$ cat config.mk
export PLATFORM = sky130hd
export DESIGN_NAME = pss_status_bank
export DESIGN_NICKNAME = d
export VERILOG_FILES = /design/src/shared/pss_pkg.sv /design/src/verilog/pss_latch_bit.sv /design/src/verilog/pss_irq.sv /design/src/verilog/pss_status_bank.sv
export SDC_FILE = /design/constraint.sdc
export NUM_CORES = 1
export LEC_CHECK = 0
export BUFFER_PORTS_ARGS = -buffer_cell sky130_fd_sc_hd__buf_2
export CELL_PAD_IN_SITES_DETAIL_PLACEMENT = 0
export CELL_PAD_IN_SITES_GLOBAL_PLACEMENT = 1
export CORE_AREA = 2 2 116 118
export CTS_CLUSTER_DIAMETER = 40
export CTS_CLUSTER_SIZE = 16
export DETAILED_ROUTE_END_ITERATION = 16
export DIE_AREA = 0 0 118 120
export PLACE_DENSITY = 0.52
export SKIP_LAST_GASP = 1
export SYNTH_ARGS = -nofsm -noshare
export SYNTH_HDL_FRONTEND = slang
export SYNTH_SLANG_ARGS = --single-unit
export TNS_END_PERCENT = 50
$ cat constraint.sdc
create_clock -name mclk -period 3.1 [get_ports mclk]
set_input_delay 0.62 -clock mclk [delete_from_list [all_inputs] [get_ports mclk]]
set_output_delay 0.62 -clock mclk [all_outputs]
set_load 0.01 [all_outputs]
$ cat src/shared/pss_pkg.sv
/*
 * Package for the summary status register block: register offsets,
 * field positions, reset values and interrupt layout.
 * Assumes a 32-bit APB register bus with byte addresses.
 */
`default_nettype none
package pss_pkg;
    // ------------------------------------------------------------------
    // Register indices; the APB byte address is four times the index.
    // ------------------------------------------------------------------
    localparam logic [4:0] PHY_SUMMARY_STATUS_IDX = 5'h10;
    localparam logic [4:0] TENBT_STATUS_IDX = 5'h1a;
    localparam logic [4:0] FALSE_CARRIER_IDX = 5'h14;
    localparam logic [4:0] RX_ERROR_IDX = 5'h15;
    localparam logic [4:0] AN_EXPANSION_IDX = 5'h06;
    localparam logic [4:0] BASIC_STATUS_IDX = 5'h01;
    localparam logic [4:0] PHY_CONTROL_IDX = 5'h19;
    localparam logic [4:0] SD_CONFIG_IDX = 5'h16;
    localparam logic [4:0] IRQ_STATUS_IDX = 5'h1c;
    localparam logic [4:0] IRQ_ENABLE_IDX = 5'h1d;
    localparam logic [4:0] IRQ_CLEAR_IDX = 5'h1e;
    localparam int ADDR_W = 8;
    // ------------------------------------------------------------------
    // Field positions in the summary status word.
    // ------------------------------------------------------------------
    localparam int BIT_RSVD_HI = 15;
    localparam int BIT_CROSSOVER = 14;
    localparam int BIT_RX_ERR = 13;
    localparam int BIT_POLARITY = 12;
    localparam int BIT_FALSE_CARRIER = 11;
    localparam int BIT_SIGNAL = 10;
    localparam int BIT_LOCK = 9;
    localparam int BIT_PAGE = 8;
    localparam int BIT_RSVD_LO = 7;
    localparam int BIT_REMOTE_FAULT = 6;
    // Other fields.
    localparam int BIT_TENBT_POLARITY = 4;
    localparam int BIT_SD_QUALIFY = 8;
    localparam int BIT_AN_PAGE = 1;
    localparam int BIT_BASIC_MODE_STATUS_REG_RFAULT = 4;
    localparam int BIT_XO_ENABLE = 15;
    localparam int BIT_XO_FORCE = 14;
    // ------------------------------------------------------------------
    // Reset values and interrupt layout.
    // ------------------------------------------------------------------
    localparam logic [15:0] SUMMARY_RESET = 16'h0000;
    localparam logic [15:0] PHY_CONTROL_RESET = 16'h8000;
    localparam logic [15:0] SD_CONFIG_RESET = 16'h0000;
    localparam int IRQ_W = 4;
    localparam int IRQ_RX_ERR = 0;
    localparam int IRQ_FALSE_CARRIER = 1;
    localparam int IRQ_PAGE = 2;
    localparam int IRQ_REMOTE_FAULT = 3;
endpackage : pss_pkg
`default_nettype wire

$ cat src/verilog/pss_latch_bit.sv
/*
 * One status latch: latch-high (sticky one) or latch-low (sticky zero).
 * Assumes the clear pulse and the source share the block clock.
 */
`timescale 1ns/100ps
`default_nettype none
module pss_latch_bit #(
    parameter bit LATCH_LOW = 1'b0
) (
    // Clock and reset.
    input wire logic mclk,
    input wire logic rst,
    // Source and clear.
    input wire logic src,
    input wire logic clear,
    // Latched value.
    output logic value
);
    // ------------------------------------------------------------------
    // Latch process: a new event beats a clear in the same cycle.
    // ------------------------------------------------------------------
    always_ff @(posedge mclk) begin
        if (rst) begin
            value <= 1'b0;
        end else if (LATCH_LOW) begin
            if (!src) begin
                value <= 1'b0; // [RQ11]
            end else if (clear || value) begin
                value <= 1'b1; // [RQ11]
            end
        end else begin
            if (src) begin
                value <= 1'b1;
            end else if (clear) begin
                value <= 1'b0;
            end
        end
    end
endmodule : pss_latch_bit
`default_nettype wire

$ cat src/verilog/pss_irq.sv
/*
 * Sticky interrupt status with enable and write-one-to-clear.
 * Assumes event pulses on the block clock.
 */
`timescale 1ns/100ps
`default_nettype none
module pss_irq #(
    parameter int W = 4
) (
    // Clock and reset.
    input wire logic mclk,
    input wire logic rst,
    // Events and software controls.
    input wire logic [W-1:0] events,
    input wire logic [W-1:0] clearMask,
    input wire logic clearWrite,
    input wire logic [W-1:0] enable,
    // Status and interrupt.
    output logic [W-1:0] status,
    output logic irq
);
    // Refuse a width that leaves no status bit at all.
    if (W < 1) begin : g_bad_width
        $error("W must be at least one");
    end
    // Sticky status: set wins over clear.
    always_ff @(posedge mclk) begin
        if (rst) begin
            status <= '0;
        end else begin
            status <= events | (status & ~(clearWrite ? clearMask : '0));
        end
    end
    // Registered interrupt level.
    always_ff @(posedge mclk) begin
        if (rst) begin
            irq <= 1'b0;
        end else begin
            irq <= |(status & enable);
        end
    end
endmodule : pss_irq
`default_nettype wire

$ cat src/verilog/pss_status_bank.sv
/*
 * Upper bits of the summary status register with the small neighbour
 * registers whose reads clear its latches, as an APB slave.
 * Assumes status sources are synchronous to mclk, except the raw
 * signal detect and descrambler lock, which come from analog logic.
 */
// Design decision made here: the APB interface to the registers.
`timescale 1ns/100ps
`default_nettype none
// How it works
// RQ1: Bits 15 and 7 ignore writes and always read zero.
// RQ2: Bit 14 shows crossover: one swapped pairs, zero normal pairs.
// RQ3: Crossover bit follows enable/force; tracks the automatic search otherwise.
// RQ4: Bit 13 latches receive errors until the error counter is read.
// RQ5: Bit 12 mirrors polarity bit, cleared by its own register read.
// RQ6: Bit 11 latches false carrier until the false carrier counter read.
// RQ7: Bit 10 is signal detect, qualified by lock when configured; latch low.
// RQ8: Bit 9 is descrambler lock, latch low, reset value zero.
// RQ9: Bit 8 copies page received, cleared only by expansion register read. Here reset also clears it.
// RQ10: Bit 6 sets on remote fault, cleared by basic status read or reset.
// RQ11: Latch-low bits hold zero until read, then follow the source.
module pss_status_bank
    import pss_pkg::*;
(
    // Clock and reset.
    input wire logic mclk,
    input wire logic rst,
    // APB slave.
    input wire logic psel,
    input wire logic penable,
    input wire logic pwrite,
    input wire logic [pss_pkg::ADDR_W-1:0] paddr,
    input wire logic [31:0] pwdata,
    output logic [31:0] prdata,
    output logic pready,
    output logic pslverr,
    // Status sources.
    input wire logic autoCrossoverSwapped,
    input wire logic rxErrorEvent,
    input wire logic falseCarrierEvent,
    input wire logic polarityInverted,
    input wire logic rawSignalPresentPin,
    input wire logic descramblerLockPin,
    input wire logic pageReceivedEvent,
    input wire logic remoteFaultEvent,
    // Lower status bits joined into the same word.
    input wire logic [5:0] lowerStatus,
    // Interrupt.
    output logic irq
);
    import pss_pkg::*;

    // ------------------------------------------------------------------
    // Bus decode.
    // ------------------------------------------------------------------
    function automatic logic hit(input logic [ADDR_W-1:0] a,
                                 input logic [4:0] idx);
        hit = (a[7:2] == {1'b0, idx}) && (a[1:0] == 2'b00);
    endfunction : hit

    logic access;
    logic rdAccess;
    logic wrAccess;
    assign access = psel && penable && pready;
    assign rdAccess = access && !pwrite;
    assign wrAccess = access && pwrite;

    // Read strobes that clear latches.
    logic rdSummary;
    logic rdRxErr;
    logic rdFalseCarrier;
    logic rdTenbt;
    logic rdExpansion;
    logic rdBasic;
    assign rdSummary = rdAccess && hit(paddr, PHY_SUMMARY_STATUS_IDX);
    assign rdRxErr = rdAccess && hit(paddr, RX_ERROR_IDX);
    assign rdFalseCarrier = rdAccess && hit(paddr, FALSE_CARRIER_IDX);
    assign rdTenbt = rdAccess && hit(paddr, TENBT_STATUS_IDX);
    assign rdExpansion = rdAccess && hit(paddr, AN_EXPANSION_IDX);
    assign rdBasic = rdAccess && hit(paddr, BASIC_STATUS_IDX);

    // ------------------------------------------------------------------
    // Pin synchronisers.
    // ------------------------------------------------------------------
    logic [1:0] sdSync;
    logic [1:0] lockSync;
    // Two flops for each analog status level.
    always_ff @(posedge mclk) begin
        if (rst) begin
            sdSync <= 2'b00;
            lockSync <= 2'b00;
        end else begin
            sdSync <= {sdSync[0], rawSignalPresentPin};
            lockSync <= {lockSync[0], descramblerLockPin};
        end
    end
    logic rawSignalPresent;
    logic descramblerLock;
    assign rawSignalPresent = sdSync[1];
    assign descramblerLock = lockSync[1];

    // ------------------------------------------------------------------
    // Control registers.
    // ------------------------------------------------------------------
    logic [15:0] phyControlReg;
    logic [15:0] sdConfig;
    logic [IRQ_W-1:0] irqEnable;
    // Writable registers that steer the status logic.
    always_ff @(posedge mclk) begin
        if (rst) begin
            phyControlReg <= PHY_CONTROL_RESET;
            sdConfig <= SD_CONFIG_RESET;
            irqEnable <= '0;
        end else if (wrAccess) begin
            if (hit(paddr, PHY_CONTROL_IDX)) begin
                phyControlReg <= pwdata[15:0];
            end
            if (hit(paddr, SD_CONFIG_IDX)) begin
                sdConfig <= pwdata[15:0];
            end
            if (hit(paddr, IRQ_ENABLE_IDX)) begin
                irqEnable <= pwdata[IRQ_W-1:0];
            end
        end
    end
    logic crossoverAutoEnable;
    logic crossoverForce;
    assign crossoverAutoEnable = phyControlReg[BIT_XO_ENABLE];
    assign crossoverForce = phyControlReg[BIT_XO_FORCE];

    // ------------------------------------------------------------------
    // Status bits.
    // ------------------------------------------------------------------
    logic crossoverState;
    // Force wins; auto tracks the search; otherwise pairs stay normal.
    always_ff @(posedge mclk) begin
        if (rst) begin
            crossoverState <= 1'b0;
        end else if (crossoverForce) begin
            crossoverState <= 1'b1; // [RQ2] [RQ3]
        end else if (crossoverAutoEnable) begin
            crossoverState <= autoCrossoverSwapped; // [RQ3]
        end else begin
            crossoverState <= 1'b0; // [RQ2]
        end
    end

    logic rxErrLatch;
    logic falseCarrierLatch;
    logic polarityLatch;
    logic pageLatch;
    logic remoteFaultLatch;
    logic signalLatch;
    logic lockLatch;
    logic qualifiedSignal;
    // Qualified detect uses lock only when the config bit is set.
    assign qualifiedSignal = sdConfig[BIT_SD_QUALIFY] ?
        (rawSignalPresent && descramblerLock) : rawSignalPresent;

    // Receive error latch, cleared by the error counter read.
    pss_latch_bit #(.LATCH_LOW(1'b0)) u_rxErr ( // [RQ4]
        .mclk(mclk), .rst(rst), .src(rxErrorEvent),
        .clear(rdRxErr), .value(rxErrLatch));
    // False carrier latch, cleared by the false carrier counter read.
    pss_latch_bit #(.LATCH_LOW(1'b0)) u_fc ( // [RQ6]
        .mclk(mclk), .rst(rst), .src(falseCarrierEvent),
        .clear(rdFalseCarrier), .value(falseCarrierLatch));
    // Polarity copy, cleared by the 10BASE-T status read.
    pss_latch_bit #(.LATCH_LOW(1'b0)) u_pol ( // [RQ5]
        .mclk(mclk), .rst(rst), .src(polarityInverted),
        .clear(rdTenbt), .value(polarityLatch));
    // Page received copy, cleared by the expansion register read.
    pss_latch_bit #(.LATCH_LOW(1'b0)) u_page ( // [RQ9]
        .mclk(mclk), .rst(rst), .src(pageReceivedEvent),
        .clear(rdExpansion), .value(pageLatch));
    // Remote fault, cleared by the basic status read or reset.
    pss_latch_bit #(.LATCH_LOW(1'b0)) u_rf ( // [RQ10]
        .mclk(mclk), .rst(rst), .src(remoteFaultEvent),
        .clear(rdBasic), .value(remoteFaultLatch));
    // Signal detect, latch low, re-armed by a summary read.
    pss_latch_bit #(.LATCH_LOW(1'b1)) u_sd ( // [RQ7]
        .mclk(mclk), .rst(rst), .src(qualifiedSignal),
        .clear(rdSummary), .value(signalLatch));
    // Descrambler lock, latch low, re-armed by a summary read.
    pss_latch_bit #(.LATCH_LOW(1'b1)) u_lock ( // [RQ8]
        .mclk(mclk), .rst(rst), .src(descramblerLock),
        .clear(rdSummary), .value(lockLatch));

    // Assembled summary word.
    logic [15:0] summaryWord;
    always_comb begin
        summaryWord = SUMMARY_RESET;
        summaryWord[BIT_RSVD_HI] = 1'b0; // [RQ1]
        summaryWord[BIT_CROSSOVER] = crossoverState; // [RQ2]
        summaryWord[BIT_RX_ERR] = rxErrLatch;
        summaryWord[BIT_POLARITY] = polarityLatch;
        summaryWord[BIT_FALSE_CARRIER] = falseCarrierLatch;
        summaryWord[BIT_SIGNAL] = signalLatch;
        summaryWord[BIT_LOCK] = lockLatch;
        summaryWord[BIT_PAGE] = pageLatch;
        summaryWord[BIT_RSVD_LO] = 1'b0; // [RQ1]
        summaryWord[BIT_REMOTE_FAULT] = remoteFaultLatch;
        summaryWord[5:0] = lowerStatus;
    end

    // ------------------------------------------------------------------
    // Interrupts.
    // ------------------------------------------------------------------
    logic [IRQ_W-1:0] irqEvents;
    logic [IRQ_W-1:0] irqStatus;
    logic irqLevel;
    always_comb begin
        irqEvents = '0;
        irqEvents[IRQ_RX_ERR] = rxErrorEvent;
        irqEvents[IRQ_FALSE_CARRIER] = falseCarrierEvent;
        irqEvents[IRQ_PAGE] = pageReceivedEvent;
        irqEvents[IRQ_REMOTE_FAULT] = remoteFaultEvent;
    end
    pss_irq #(.W(IRQ_W)) u_irq (
        .mclk(mclk),
        .rst(rst),
        .events(irqEvents),
        .clearMask(pwdata[IRQ_W-1:0]),
        .clearWrite(wrAccess && hit(paddr, IRQ_CLEAR_IDX)),
        .enable(irqEnable),
        .status(irqStatus),
        .irq(irqLevel)
    );
    assign irq = irqLevel;

    // ------------------------------------------------------------------
    // APB response.
    // ------------------------------------------------------------------
    logic [31:0] next_prdata;
    logic next_err;
    always_comb begin
        next_prdata = 32'h0000_0000;
        next_err = 1'b0;
        if (hit(paddr, PHY_SUMMARY_STATUS_IDX)) begin
            next_prdata[15:0] = summaryWord;
        end else if (hit(paddr, TENBT_STATUS_IDX)) begin
            next_prdata[BIT_TENBT_POLARITY] = polarityLatch;
        end else if (hit(paddr, AN_EXPANSION_IDX)) begin
            next_prdata[BIT_AN_PAGE] = pageLatch;
        end else if (hit(paddr, BASIC_STATUS_IDX)) begin
            next_prdata[BIT_BASIC_MODE_STATUS_REG_RFAULT] = remoteFaultLatch;
        end else if (hit(paddr, PHY_CONTROL_IDX)) begin
            next_prdata[15:0] = phyControlReg;
        end else if (hit(paddr, SD_CONFIG_IDX)) begin
            next_prdata[15:0] = sdConfig;
        end else if (hit(paddr, IRQ_STATUS_IDX)) begin
            next_prdata[IRQ_W-1:0] = irqStatus;
        end else if (hit(paddr, IRQ_ENABLE_IDX)) begin
            next_prdata[IRQ_W-1:0] = irqEnable;
        end else if (hit(paddr, RX_ERROR_IDX) ||
                     hit(paddr, FALSE_CARRIER_IDX) ||
                     hit(paddr, IRQ_CLEAR_IDX)) begin
            next_prdata = 32'h0000_0000;
        end else begin
            next_err = 1'b1;
        end
    end
    // One wait state: pready rises in the second access cycle.
    always_ff @(posedge mclk) begin
        if (rst) begin
            pready <= 1'b0;
            prdata <= 32'h0000_0000;
            pslverr <= 1'b0;
        end else if (psel && penable && !pready) begin
            pready <= 1'b1;
            prdata <= pwrite ? 32'h0000_0000 : next_prdata;
            pslverr <= next_err;
        end else begin
            pready <= 1'b0;
            prdata <= 32'h0000_0000;
            pslverr <= 1'b0;
        end
    end

    // ------------------------------------------------------------------
    // Checks.
    // ------------------------------------------------------------------
    property p_rsvd;
        @(posedge mclk) disable iff (rst)
            rdSummary |-> (prdata[BIT_RSVD_HI] == 1'b0 &&
                           prdata[BIT_RSVD_LO] == 1'b0);
    endproperty
    a_rsvd: assert property (p_rsvd) else $error("reserved bit set"); // [RQ1]

    property p_force;
        @(posedge mclk) disable iff (rst)
            crossoverForce |=> crossoverState;
    endproperty
    a_force: assert property (p_force) else $error("force ignored"); // [RQ2]

    property p_auto;
        @(posedge mclk) disable iff (rst)
            (!crossoverForce && crossoverAutoEnable) |=>
                crossoverState == $past(autoCrossoverSwapped);
    endproperty
    a_auto: assert property (p_auto) else $error("auto not tracked"); // [RQ3]

    property p_rxerr;
        @(posedge mclk) disable iff (rst)
            (rxErrorEvent || (rxErrLatch && !rdRxErr)) |=> rxErrLatch;
    endproperty
    a_rxerr: assert property (p_rxerr) else $error("rx err lost"); // [RQ4]

    property p_rxclr;
        @(posedge mclk) disable iff (rst)
            (rdRxErr && !rxErrorEvent) |=> !rxErrLatch;
    endproperty
    a_rxclr: assert property (p_rxclr) else $error("rx err kept"); // [RQ4]

    property p_pol;
        @(posedge mclk) disable iff (rst)
            (polarityLatch && !rdTenbt && rdSummary) |=> polarityLatch;
    endproperty
    a_pol: assert property (p_pol) else $error("polarity cleared"); // [RQ5]

    property p_fc;
        @(posedge mclk) disable iff (rst)
            (falseCarrierLatch && !rdFalseCarrier) |=> falseCarrierLatch;
    endproperty
    a_fc: assert property (p_fc) else $error("false carrier lost"); // [RQ6]

    property p_sd;
        @(posedge mclk) disable iff (rst)
            !qualifiedSignal |=> !signalLatch;
    endproperty
    a_sd: assert property (p_sd) else $error("signal not low"); // [RQ7]

    property p_lock;
        @(posedge mclk) disable iff (rst)
            (!lockLatch && !rdSummary) |=> !lockLatch;
    endproperty
    a_lock: assert property (p_lock) else $error("lock rose unread"); // [RQ8]

    property p_page;
        @(posedge mclk) disable iff (rst)
            (pageLatch && !rdExpansion) |=> pageLatch;
    endproperty
    a_page: assert property (p_page) else $error("page lost"); // [RQ9]

    property p_rf;
        @(posedge mclk) disable iff (rst)
            (rdBasic && !remoteFaultEvent) |=> !remoteFaultLatch;
    endproperty
    a_rf: assert property (p_rf) else $error("fault not cleared"); // [RQ10]
endmodule : pss_status_bank
`default_nettype wire

==> reports/qor.yml <==
status:
  status: "finished, final reports clean"
placement:
  port_buffers: 61
  dpl_worst_slack_ps: 649
  finalWeightedCongestion: 0.793
  place_area_mm2: 0.00354
  dpl.cell_count: 557
  post-dp-hpwl_um: 6200
yosys:
  synth_commonest_cells: "71 x dfxtp_1, 62 x nor2_1, 35 x mux2i_1, 16 x buf_4"
  synth-edff-count: 0
  ys_warn_count: 0
  syn_avg_cell_area_um2: 9.36
  yosysMostFrequentCell: "dfxtp_1"
  ys_ff_latch: 71
  yosysTopAreaCellShare_pct: 45.2
  synthTopCellsByArea: "dfxtp_1 45%, mux2i_1 11%, nor2_1 7.4%"
  synthArstFlopShare_pct: 0
  yosysTopAreaCell: "dfxtp_1"
  synth_ff_type: "dfxtp_1"
  synthDistinctLibCells: 42
  synth-seq-area-share_pct: 45.2
  syn_inst: 336
  syn-cell-area_mm2: 0.00314
cells_and_area:
  syn2layout_area_growth_pct: 23.6
  final_util_pct: 29.9
  final_nets: 451
  layout-drive-gt1-share_pct: 21.9
  stdcell_count: 573
  diodes: 0
  finalInstanceArea_mm2: 0.00389
timing:
  hold_violations: 0
  timing.final.crit_share_pct: 68.5
  setup_tns_ps: 0
  max_slew.worst_pin.slew_ps: 646
  fin_ws_ps: 978
  fin_hold_ws_ps: 435
  timing.fmax_mhz: 471
  post-route-min-period_ps: 2120
  slew_headroom_pct: 56.6
  final.setup_skew_ps: 9.18
  setup_violations: 0
  grt_setup_unrepaired: "no"
  slew_viol_final: 0
cts:
  postCtsHoldBufs: 0
  cts_root_buf: "clkbuf_16"
  cts_max_level: 3
  clkSinkCount: 71
  post_cts_buffers: 0
  clk_latency_ps: 330
  clk_pin_slew_worst_paths_ps: 60
  ctsResizeCount: 0
  cts_buffers: 9
  clockBufferDepth: 2
  cts_tree: "yes"
critical_path:
  r2r-end: "prdata[7]"
  critical_path.max_fanout: 17
  crit_type: "in2reg"
  startpoint_type: "input port"
  r2r-start: "pready"
  worstSetupEndpointType: "flip-flop"
  crit_arrival_ps: 2340
  rrSetupSlack_ps: 1280
  r2r_cells: 4
  crit_required_ps: 3320
die:
  io_pins: 94
  start_util_pct: 24.2
  die_h_um: 120
  core_mm2: 0.0130
  fp.dieW_um: 118
  dieArea_mm2: 0.0142
  rows: 42
drt:
  ant_nets: 0
  drt-initial-drc-count: 130
  routedLengthMet1_um: 4260
  vias: 2565
  routed_wirelength_um: 8790
  drtPass1Iterations: 4
  wl_per_cell_um: 15.3
  drc_errors: 0
  dr_wl_met3_um: 390
  dr.max_layer_used: "met4"
  wl_met2_um: 3980
  viasPerCell: 4.48
hold_path:
  whs_path_depth: 1
  hp-class: "reg2reg"
  hold_path.startpoint: "sdSync[0]"
  hold-path-endpoint: "sdSync[1]"
power_and_ir_drop:
  vdd_ir_drop_max_uv: 229
  power_density_mw_per_mm2: 577
  p_total_mw: 2.24
  leakagePower_nw: 1.51
global_route:
  track_usage_pct: 12.6
  grt_pass1_vias: 2471
  grt_max_degree: 55
  antenna_found_initial: 1
  grt_first_pass_wirelength_um: 13500
  overflow: 0
job:
  maxCapViolations: 0
where the power goes:
| group | leakage, nW | internal [mW] | switching (mW) |
|---|---|---|---|
| clock network | 0.169 | 0.793 | 0.380 |
| logic | 0.765 | 0.0468 | 0.0879 |
| registers | 0.576 | 0.926 | 0.00874 |
| total | 1.51 | 1.77 | 0.477 |
layer usage:
metal,up-vias,track usage [%]
met2,75,19.0
met5,-,0
met4,0,6.78
li1,1280,-
met1,1201,17.0
met3,9,2.47
critical path: stages:
cell and delay [ps]:
buf_2 190, nand2b_1 320, nand3b_2 430, nor2_8 400, nor2b_1 100, a211o_1 270
registers in the layout, indices dropped and copies added, names as in the netlist, 2 cells and up:
name           flops
irqEnable          4
u_irq.status       4
lockSync           2
prdata            16
sdConfig          16
phyControlReg     16
sdSync             2
how the worst max path moves through the flow:
stage               startpoint                end  cells past startpoint
floorplan             paddr[7]  phyControlReg[10]                      6
CTS                   paddr[3]  phyControlReg[15]                      6
finish                paddr[3]  phyControlReg[15]                      6
detailed placement    paddr[3]  phyControlReg[15]                      6
global route          paddr[3]  phyControlReg[15]                      6
global placement      paddr[3]  phyControlReg[15]                      6
area by class of cell:
type,count,area (µm²)
fillers,1401,9090
clock buffers,14,284
flip-flops and latches,71,1420
inverters,7,26.3
repair buffers,66,343
multi-input cells,237,1530
clock inverters,2,60.1
well taps,176,220
cell usage in the layout, fill, tap and decap left out, types with 2 or more instances in the layout:
cell type  instances
mux2i_1           35
clkbuf_8           4
nor4b_1            2
conb_1            16
o22ai_1            8
nor2_8             2
dfxtp_1           71
nor3_1             5
a22o_1             9
nand3b_1           2
inv_1              7
a22oi_1           14
xnor2_1            2
nand2b_1           4
nor3b_1            3
o21ai_0            5
nor2_1            62
buf_4              5
a221oi_1           2
clkbuf_16          9
nor4_1             3
a311oi_1           4
bufinv_16          2
nor2b_1           11
nand3_1            6
o31ai_1            2
a32o_1             3
buf_2             61
a21oi_1           14
nand2_1           11
logic make-up after synthesis:
group / Yosys count / share of synthesized area, %
compound gates: 66 / 15.0
other cells: 1 / 0.119
simple gates: 118 / 20.1
mux: 35 / 11.1
buf+inv: 43 / 7.88
xor+xnor: 2 / 0.557
flops: 71 / 45.2
Power figures use the tool's default switching activity.
